<file path="src/core/ppfs_defines.svh">
// Constants for the port pin function select block.
// Contract
// Four-bit port, each bit input or output by its direction register bit.
// Four-bit port pins get on-chip pull-up when its pull-up register enables it; the code gives it only while the bit is not driven and not in reset.
// Single I/O pin has own direction and pull-up enable registers.
// Reset-shared pin used as port is input only, never driven.
// Two-bit port has per-bit direction and separate pull-up enable register.
// Each multi-function pin selects port or control mode individually.
// External interrupt inputs detect rising, falling or both edges, selectable.
// Control mode: quad bit 0 drives the timer waveform.
// Control mode: quad bit 1 is interrupt A, single pin is interrupt B.
// Option byte selects quad bit 3 as external main clock input.
// Reset-shared pin is active-low reset at power-on; option may make it input.
// During reset, quad bits 2 and 3 are pulled down.
// During reset, the reset-shared pin is pulled up.
// Board supplies a pull-up when reset-shared pin is a general input.
// Unused reset-shared input: option pull-up enable set to 1, pin open.
// After any reset all pins are inputs with drivers disabled.
`ifndef PPFS_DEFINES_SVH
`define PPFS_DEFINES_SVH
`define PPFS_QUAD_W     4
`define PPFS_DUAL_W     2
`define PPFS_QUAD_RST   4'h0
`define PPFS_DUAL_RST   2'h0
`define PPFS_BIT_RST    1'h0
`define PPFS_WAVE_BIT   0
`define PPFS_IRQA_BIT   1
`define PPFS_PD_LO_BIT  2
`define PPFS_CLK_BIT    3
`define PPFS_EDGE_RISE  2'h1
`define PPFS_EDGE_FALL  2'h2
`define PPFS_EDGE_BOTH  2'h3
`endif

</file>
<file path="src/core/ppfs_pkg.sv">
// Types for the port pin function select block.
package ppfs_pkg;
   typedef enum logic [1:0] {
      PPFS_EDGE_NONE_E,
      PPFS_EDGE_RISE_E,
      PPFS_EDGE_FALL_E,
      PPFS_EDGE_BOTH_E
   } ppfs_edge_t;
endpackage

</file>
<file path="src/core/ppfs_port_pin_function_select.sv">
// Pin-level port and alternate-function logic for four small ports.
`timescale 1ns/100ps
`default_nettype none
`include "ppfs_defines.svh"
module ppfs_port_pin_function_select #(
   parameter int QUAD_W = `PPFS_QUAD_W,
   parameter int DUAL_W = `PPFS_DUAL_W
) (
   // Clock and synchronous reset.
   input  wire logic              sys_clk_in,
   input  wire logic              rst_in,
   // Four-bit port controls and pins.
   input  wire logic [QUAD_W-1:0] quad_dir_reg_in,
   input  wire logic [QUAD_W-1:0] quad_pullup_reg_in,
   input  wire logic [QUAD_W-1:0] quad_ctrl_mode_in,
   input  wire logic [QUAD_W-1:0] quad_out_data_in,
   input  wire logic [QUAD_W-1:0] quad_pin_in,
   output logic      [QUAD_W-1:0] quad_pin_out,
   output logic      [QUAD_W-1:0] quad_pin_oe_out,
   output logic      [QUAD_W-1:0] quad_pullup_out,
   output logic      [QUAD_W-1:0] quad_pulldown_out,
   output logic      [QUAD_W-1:0] quad_data_out,
   // Single I/O pin controls and pin.
   input  wire logic              single_dir_reg_in,
   input  wire logic              single_pullup_reg_in,
   input  wire logic              single_ctrl_mode_in,
   input  wire logic              single_out_data_in,
   input  wire logic              single_io_pin_in,
   output logic                   single_io_pin_out,
   output logic                   single_io_pin_oe_out,
   output logic                   single_pullup_out,
   output logic                   single_data_out,
   // Reset-shared input pin.
   input  wire logic              reset_shared_input_in,
   input  wire logic              reset_pin_as_port_in,
   input  wire logic              reset_pin_pullup_en_in,
   output logic                   reset_shared_pullup_out,
   output logic                   reset_shared_data_out,
   output logic                   sys_reset_n_out,
   // Two-bit port controls and pins.
   input  wire logic [DUAL_W-1:0] dual_dir_reg_in,
   input  wire logic [DUAL_W-1:0] dual_pullup_reg_in,
   input  wire logic [DUAL_W-1:0] dual_out_data_in,
   input  wire logic [DUAL_W-1:0] dual_pin_in,
   output logic      [DUAL_W-1:0] dual_pin_out,
   output logic      [DUAL_W-1:0] dual_pin_oe_out,
   output logic      [DUAL_W-1:0] dual_pullup_out,
   output logic      [DUAL_W-1:0] dual_data_out,
   // Alternate functions.
   input  wire logic              timer_wave_out_in,
   input  wire logic              ext_clk_sel_in,
   input  wire logic [1:0]        ext_irq_a_edge_in,
   input  wire logic [1:0]        ext_irq_b_edge_in,
   output logic                   ext_irq_a_out,
   output logic                   ext_irq_b_out,
   output logic                   ext_main_clk_in_out
);

   // Synchroniser stages and edge history, one group of state.
   logic [QUAD_W-1:0] quad_s1_q, quad_s1_d, quad_s2_q, quad_s2_d;
   logic [DUAL_W-1:0] dual_s1_q, dual_s1_d, dual_s2_q, dual_s2_d;
   logic [2:0]        misc_s1_q, misc_s1_d, misc_s2_q, misc_s2_d;
   logic [1:0]        irq_prev_q, irq_prev_d;
   logic [1:0]        irq_q, irq_d;
   logic              por_done_q, por_done_d;
   logic              irq_a_lvl, irq_b_lvl;
   ppfs_pkg::ppfs_edge_t edge_a, edge_b;

   // Edge match helper for one interrupt source.
   function automatic logic edge_hit(input ppfs_pkg::ppfs_edge_t sel,
                                     input logic prev, input logic cur);
      logic hit;
      hit = 1'b0;
      case (sel)
         ppfs_pkg::PPFS_EDGE_RISE_E: hit = ~prev & cur;
         ppfs_pkg::PPFS_EDGE_FALL_E: hit = prev & ~cur;
         ppfs_pkg::PPFS_EDGE_BOTH_E: hit = prev ^ cur;
         default:                    hit = 1'b0;
      endcase
      return hit;
   endfunction

   assign edge_a = ppfs_pkg::ppfs_edge_t'(ext_irq_a_edge_in);
   assign edge_b = ppfs_pkg::ppfs_edge_t'(ext_irq_b_edge_in);

   // Interrupt levels are masked to zero while the pin is in port mode.
   assign irq_a_lvl = quad_ctrl_mode_in[`PPFS_IRQA_BIT] & quad_s2_q[`PPFS_IRQA_BIT];
   assign irq_b_lvl = single_ctrl_mode_in & misc_s2_q[0];

   // Next state: two-flop synchronisers, edge detection, power-on tracking.
   always_comb begin
      quad_s1_d  = quad_pin_in;
      quad_s2_d  = quad_s1_q;
      dual_s1_d  = dual_pin_in;
      dual_s2_d  = dual_s1_q;
      misc_s1_d  = {ext_clk_sel_in, reset_shared_input_in, single_io_pin_in};
      misc_s2_d  = misc_s1_q;
      irq_prev_d = {irq_b_lvl, irq_a_lvl};
      irq_d[0]   = edge_hit(edge_a, irq_prev_q[0], irq_a_lvl);
      irq_d[1]   = edge_hit(edge_b, irq_prev_q[1], irq_b_lvl);
      por_done_d = 1'b1;
   end

   // Registers the state above; reset clears everything.
   always_ff @(posedge sys_clk_in) begin
      if (rst_in) begin
         quad_s1_q  <= `PPFS_QUAD_RST;
         quad_s2_q  <= `PPFS_QUAD_RST;
         dual_s1_q  <= `PPFS_DUAL_RST;
         dual_s2_q  <= `PPFS_DUAL_RST;
         misc_s1_q  <= 3'h0;
         misc_s2_q  <= 3'h0;
         irq_prev_q <= 2'h0;
         irq_q      <= 2'h0;
         por_done_q <= `PPFS_BIT_RST;
      end else begin
         quad_s1_q  <= quad_s1_d;
         quad_s2_q  <= quad_s2_d;
         dual_s1_q  <= dual_s1_d;
         dual_s2_q  <= dual_s2_d;
         misc_s1_q  <= misc_s1_d;
         misc_s2_q  <= misc_s2_d;
         irq_prev_q <= irq_prev_d;
         irq_q      <= irq_d;
         por_done_q <= por_done_d;
      end
   end

   // Four-bit port drive, one generate slice per bit.
   for (genvar i = 0; i < QUAD_W; i++) begin : g_quad
      logic clk_pin;
      assign clk_pin = (i == `PPFS_CLK_BIT) && ext_clk_sel_in;
      always_comb begin
         quad_pin_oe_out[i] = 1'b0;
         quad_pin_out[i]    = quad_out_data_in[i];
         if (rst_in || clk_pin) begin
            quad_pin_oe_out[i] = 1'b0;
         end else if (quad_ctrl_mode_in[i] && i == `PPFS_WAVE_BIT) begin
            quad_pin_oe_out[i] = 1'b1;
            quad_pin_out[i]    = timer_wave_out_in;
         end else if (!quad_ctrl_mode_in[i]) begin
            quad_pin_oe_out[i] = ~quad_dir_reg_in[i];
         end
         // Pull-up only while the bit is not driven, in port or control mode.
         quad_pullup_out[i] = ~rst_in & quad_pullup_reg_in[i] & ~quad_pin_oe_out[i];
         quad_pulldown_out[i] = rst_in && (i >= `PPFS_PD_LO_BIT);
      end
   end

   // Two-bit port drive.
   for (genvar j = 0; j < DUAL_W; j++) begin : g_dual
      always_comb begin
         dual_pin_oe_out[j] = ~rst_in & ~dual_dir_reg_in[j];
         dual_pin_out[j]    = dual_out_data_in[j];
         dual_pullup_out[j] = ~rst_in & dual_pullup_reg_in[j] & dual_dir_reg_in[j];
      end
   end

   // Single I/O pin drive; in control mode it is an interrupt input.
   assign single_io_pin_oe_out = ~rst_in & ~single_ctrl_mode_in & ~single_dir_reg_in;
   assign single_io_pin_out    = single_out_data_in;
   assign single_pullup_out    = ~rst_in & single_pullup_reg_in & ~single_io_pin_oe_out;

   // Reset-shared pin: never driven, pulled up in reset or when option enables it.
   assign reset_shared_pullup_out = rst_in | reset_pin_pullup_en_in;
   assign reset_shared_data_out   = reset_pin_as_port_in & misc_s2_q[1];
   // Acts as reset until power-on completes, then only if not reassigned.
   assign sys_reset_n_out = (por_done_q && reset_pin_as_port_in) ? 1'b1 : misc_s2_q[1];

   // Synchronised read data and alternate-function outputs.
   assign quad_data_out       = quad_s2_q;
   assign dual_data_out       = dual_s2_q;
   assign single_data_out     = misc_s2_q[0];
   assign ext_irq_a_out       = irq_q[0];
   assign ext_irq_b_out       = irq_q[1];
   assign ext_main_clk_in_out = quad_pin_in[`PPFS_CLK_BIT] & ext_clk_sel_in;

   // Checks.
   a_reset_inputs: assert property (@(posedge sys_clk_in) rst_in |->
      (quad_pin_oe_out == '0 && dual_pin_oe_out == '0 && !single_io_pin_oe_out))
      else $error("pin driven during reset");
   a_quad_dir: assert property (@(posedge sys_clk_in) disable iff (rst_in)
      (!quad_ctrl_mode_in[1] && !quad_dir_reg_in[1]) |-> quad_pin_oe_out[1])
      else $error("quad bit1 not driven as output");
   a_quad_pullup: assert property (@(posedge sys_clk_in) disable iff (rst_in)
      (quad_pullup_reg_in[2] && quad_dir_reg_in[2]) |-> quad_pullup_out[2])
      else $error("quad pull-up missing");
   a_single_dir: assert property (@(posedge sys_clk_in) disable iff (rst_in)
      single_ctrl_mode_in |-> !single_io_pin_oe_out)
      else $error("single pin driven in control mode");
   a_dual_dir: assert property (@(posedge sys_clk_in) disable iff (rst_in)
      1'b1 |-> dual_pin_oe_out == ~dual_dir_reg_in)
      else $error("dual direction inverted");
   a_wave_out: assert property (@(posedge sys_clk_in) disable iff (rst_in)
      quad_ctrl_mode_in[0] |-> (quad_pin_oe_out[0] && quad_pin_out[0] == timer_wave_out_in))
      else $error("timer wave not on pin");
   a_pulldown: assert property (@(posedge sys_clk_in)
      rst_in |-> quad_pulldown_out == 4'hc)
      else $error("pull-down wrong in reset");
   a_rst_pullup: assert property (@(posedge sys_clk_in)
      rst_in |-> reset_shared_pullup_out)
      else $error("reset pin not pulled up");
   a_irq_rise: assert property (@(posedge sys_clk_in) disable iff (rst_in)
      (edge_a == ppfs_pkg::PPFS_EDGE_RISE_E && !irq_a_lvl ##1 irq_a_lvl
       && edge_a == ppfs_pkg::PPFS_EDGE_RISE_E) |=> ext_irq_a_out)
      else $error("rising edge missed on irq a");

endmodule // ppfs_port_pin_function_select
`default_nettype wire

</file>
<file path="config.mk">
export PLATFORM = sky130hd
export DESIGN_NAME = ppfs_port_pin_function_select
export DESIGN_NICKNAME = d
export VERILOG_FILES = /design/src/core/ppfs_pkg.sv /design/src/core/ppfs_port_pin_function_select.sv
export VERILOG_INCLUDE_DIRS = /design/src /design/src/core
export SDC_FILE = /design/constraint.sdc
export NUM_CORES = 1
export LEC_CHECK = 0
export BUFFER_PORTS_ARGS = -buffer_cell sky130_fd_sc_hd__clkbuf_2
export CORE_UTILIZATION = 39
export CTS_CLUSTER_SIZE = 16
export DETAILED_ROUTE_END_ITERATION = 12
export GPL_ROUTABILITY_DRIVEN = 1
export PLACE_DENSITY_LB_ADDON = 0.05
export SLEW_MARGIN = 10
export SYNTH_ARGS = -nofsm -noshare
export SYNTH_HDL_FRONTEND = slang
export SYNTH_SLANG_ARGS = --single-unit
</file>
<file path="constraint.sdc">
create_clock -name sys_clk_in -period 2.6 [get_ports sys_clk_in]
set_input_delay 0.39 -clock sys_clk_in [delete_from_list [all_inputs] [get_ports sys_clk_in]]
set_output_delay 0.39 -clock sys_clk_in [all_outputs]
set_load 0.02 [all_outputs]
</file>
==> results.md <==
STA:
- The time the final worst path needs with I/O delays and setup is 1.76 ns.
- Timing would allow up to between 500 and 600 MHz.
- The post-route worst setup slack is 0.837 ns.
- Setup repair after global routing left no endpoint under its margin.
- The max-slew violation count came to 0.
- The count of endpoints failing hold in the final timing report was 0.
- For the final database, setup skew stands at 0.000592 ns.
- The number of failing setup endpoints in the final timing report is 0.
- The worst path uses 67.8% of the clock period.
- Adding up every negative setup slack in the final design gives 0 ns.

Critical path:
- The required time of the worst setup path is 2.21 ns.
- STA puts the critical path data arrival time at 1.37 ns.
- Broken down by cell family, the worst path's largest delay share belongs to buffers and inverters.
- The worst setup path is of the input port to primary output kind.
- The critical path capture point type is a primary output.
- The most used cell along the critical path is clkbuf_2.
- The delay contributed by the slowest stage of the critical path is 0.27 ns.
- The critical path starts at rst_in.
- Setup slack on the worst reg-to-reg path comes out at 1.43 ns.
- In this run the worst setup path terminates at quad_pin_oe_out[3].
- The endpoint of the lowest-slack register-to-register path is irq_q[1]$_SDFF_PP0_.
- The total buffers and inverters traversed by the critical path is 3.
- The critical path goes through clkbuf_2 -> buf_4 -> nor4_2 -> clkbuf_2.
- The logic depth of the worst path, buffers included is 4.
- The largest driver fanout on the critical path is 19.
- The worst register-to-register path has a depth of 5.
- The worst flop-to-flop path startpoint is misc_s2_q[0]$_SDFF_PP0_.
- The standard cell with the maximum stage delay on the critical path is buf_4.
- The worst setup path is launched from an input port.

Floorplanning:
- The floorplan step defined a core boundary enclosing roughly 2200 um2.
- Pin placement for this block handled 82 I/O pins.
- From bottom edge to top edge, the die measures 50.8 um.
- The die covers 2580 um2.
- Once the floorplan was initialized, standard cells occupied 41.6% of the core.
- The number of core rows is 17.
- The floorplan step set the die width to 50.8 um.

Drt:
- The first-pass iteration count of the detailed router is 3.
- The via count normalized by instance count is 4.53.
- The detailed router finished its first iteration with 9 violations.
- For this block, the routed nets add up to 1660 um of wire.
- The post-route antenna net violation count is 0.
- After detailed routing, the average wire length per cell comes to 9.19 um.
- After detailed routing, the number of remaining DRC violations is 0.
- The final route contains 820 vias.

Global route:
- The number of global-route vias before repair was 695.
- The number of antenna violations at the first check in global routing is 0.
- The maximum number of pins on one net before global-route repair is 20.
- The global-route wire length before repair is 2680 um.
- The total track usage is 14.0%.
- The total overflow left after global routing is 0.

Cells and area:
- The cell area after layout is approximately 1200 um2.
- Of the cells placed in the final design, the portion with a size suffix greater than 1 is 51.6%.
- The area growth from synthesis to layout is 33.0%.
- The final net count is 202.
- 0 antenna diodes ended up in the layout.
- After filler insertion, the fill cell instance count of the layout stands at 216.

Status:
- The run finished with clean final reports.

Clock tree:
- The count of buffers added by post-CTS timing repair for setup is 0.
- The tree built by TritonCTS fans out to 21 sinks.
- The master cell of the clock root buffer is clkbuf_4.
- Counting along the longest clock path gives a buffer depth of 2.
- The TritonCTS clock tree is built.
- The post-cts repair resize count is 0.
- The number of hold-repair buffers added at the cts stage is 0.
- After clock tree synthesis, the clock-pin slew on the worst setup and hold paths is roughly 0.11 ns.
- The clock reaches the later pin of the worst-skew pair after 0.29 ns.
- TritonCTS created 3 clock buffers.
- CTS built an H-tree with a depth of 1.

Synthesis:
- The Yosys step of the flow raised 0 warnings.
- The number of synthesized register bits is 21.
- Averaged over all synthesized cells, the footprint is 10.0 um2.
- Sequential cells were found to cover 45.2% of the synthesized design area.
- Yosys mapped the design onto 25 distinct sky130hd cell types.
- The synthesized netlist cell count is 93.
- The mapped netlist covers 930 um2.

Placement:
- Routability-driven placement finished with a final weighted congestion of about 0.62.
- The detailed-placement wirelength estimate is about 1300 um.
- The placed instance area is 1210 um2.
- The pre-CTS worst setup slack is 0.809 ns.
- The total of buffers placed on input and output ports is 67.

Power:
- The worst-case vdd ir drop is 0.323 mV.
- Summed over all cells, the static leakage comes to 0.682 nW.
- The total power divided by cell area is 493 nW/um2.

Flow run:
- The count of max-cap constraint violations is 0.

Worst hold path:
- The path category of the worst min-delay check is input port to flip-flop.
==> how the worst min path moves through the flow <==
| stage | cells past startpoint | from | end | slack [ns] |
|---|---|---|---|---|
| 2_1_floorplan | 1 | dual_s1_q[0]$_SDFF_PP0_ | dual_data_out[0]$_SDFF_PP0_ | 0.41 |
| 3_3_place_gp | 1 | misc_s1_q[0]$_SDFF_PP0_ | misc_s2_q[0]$_SDFF_PP0_ | 0.42 |
| 3_5_place_dp | 1 | quad_s1_q[1]$_SDFF_PP0_ | quad_data_out[1]$_SDFF_PP0_ | 0.42 |
| 4_1_cts | 2 | single_io_pin_in | misc_s1_q[0]$_SDFF_PP0_ | 0.28 |
| 5_1_grt | 2 | dual_pin_in[1] | dual_s1_q[1]$_SDFF_PP0_ | 0.28 |
| 6_report | 2 | single_io_pin_in | misc_s1_q[0]$_SDFF_PP0_ | 0.29 |
==> registers in the layout, summed over array words and instances (netlist names) <==
| name | count |
|---|---|
| irq_prev_q | 2 |
| irq_q | 2 |
| por_done_q | 1 |
| quad_data_out | 4 |
| misc_s2_q | 2 |
| quad_s1_q | 4 |
| dual_data_out | 2 |
| misc_s1_q | 2 |
| dual_s1_q | 2 |
==> worst register-to-register path, cell delays in order (launching register included) <==
cell and delay (ns):
dfxtp_1 0.33, nand2_1 0.09, inv_1 0.05, ha_1 0.25, nand2b_1 0.15, a311oi_2 0.22
==> kinds of logic (layout without fill, tap and decap cells) <==
family	count (synthesis)	after routing	synth area share, %
mux	1	1	1.21
simple gates	37	37	24.4
other cells	1	2	0.403
fa+ha+maj	4	4	5.38
compound gates	10	10	9.96
flops	21	21	45.2
buf+inv	19	78	13.5
==> power breakdown <==
part / leakage [nW] / total, mW / switching, mW / internal, mW
clock: 0.0177 / 0.151 / 0.0934 / 0.0572
sequential: 0.173 / 0.339 / 0.00328 / 0.336
combinational: 0.491 / 0.119 / 0.0670 / 0.0523
==> metal layers <==
layer  GRT usage (%)  share of wire (%)  vias to the layer above
met5               0                  0                        -
met2            24.2                 49                       41
met4            8.80                1.3                        0
met1            15.2                 42                      365
li1                -                  -                      408
met3            3.57                8.0                        6
==> cell usage after synthesis <==
library cell,instances,share of area [%]
a21o_1,1,0.81
nor4_2,1,1.3
a311oi_2,2,3.2
o311a_1,1,1.1
nor3_2,1,1.1
nand2_1,2,0.81
nor2_1,4,1.6
o211a_1,3,3.2
mux2_2,1,1.2
a21oi_1,3,1.6
and4_1,1,0.94
nor3_1,2,1.1
dfxtp_1,21,45
inv_1,5,2.0
inv_2,1,0.40
ha_1,4,5.4
buf_6,2,2.4
nor2b_1,17,11
nand2b_1,4,2.7
and3_1,2,1.3
conb_1,1,0.40
and2_1,2,1.3
buf_2,1,0.54
or2_2,1,0.67
buf_4,10,8.1
==> cell type report <==
cell class	instances	area [um2]	area share (%)
Sequential cell	21	420	34.0
Clock buffer	3	22.5	1.82
Multi-Input combinational cell	54	388	31.4
Tap cell	28	35.0	2.83
Clock inverter	1	5.00	0.405
Timing Repair Buffer	68	343	27.7
Inverter	6	22.5	1.82
==> cells in the final DEF (no fill, tap or decap), types with 2 or more instances in the layout <==
cell type / count
a311oi_2: 2
dfxtp_1: 21
and2_1: 2
and3_1: 2
nor2_1: 4
inv_1: 5
o211a_1: 3
nand2b_1: 4
nor2b_1: 17
nor3_1: 2
clkbuf_4: 3
ha_1: 4
conb_1: 2
a21oi_1: 3
nand2_1: 2
clkbuf_2: 67
==> stage by stage <==
step | total power, mW | cells | util (%) | hold slack, ns
after detailed placement | 0.467 | 177 | 54.1 | 0.422
final | 0.609 | 181 | 55.4 | 0.294
after floorplan | 0.431 | 94 | - | 0.414
after global placement | 0.465 | 177 | 54.1 | 0.417
after CTS | 0.621 | 181 | 55.4 | 0.281
after global routing | 0.649 | 181 | 55.4 | 0.277
(Power assumes the default switching activity.)
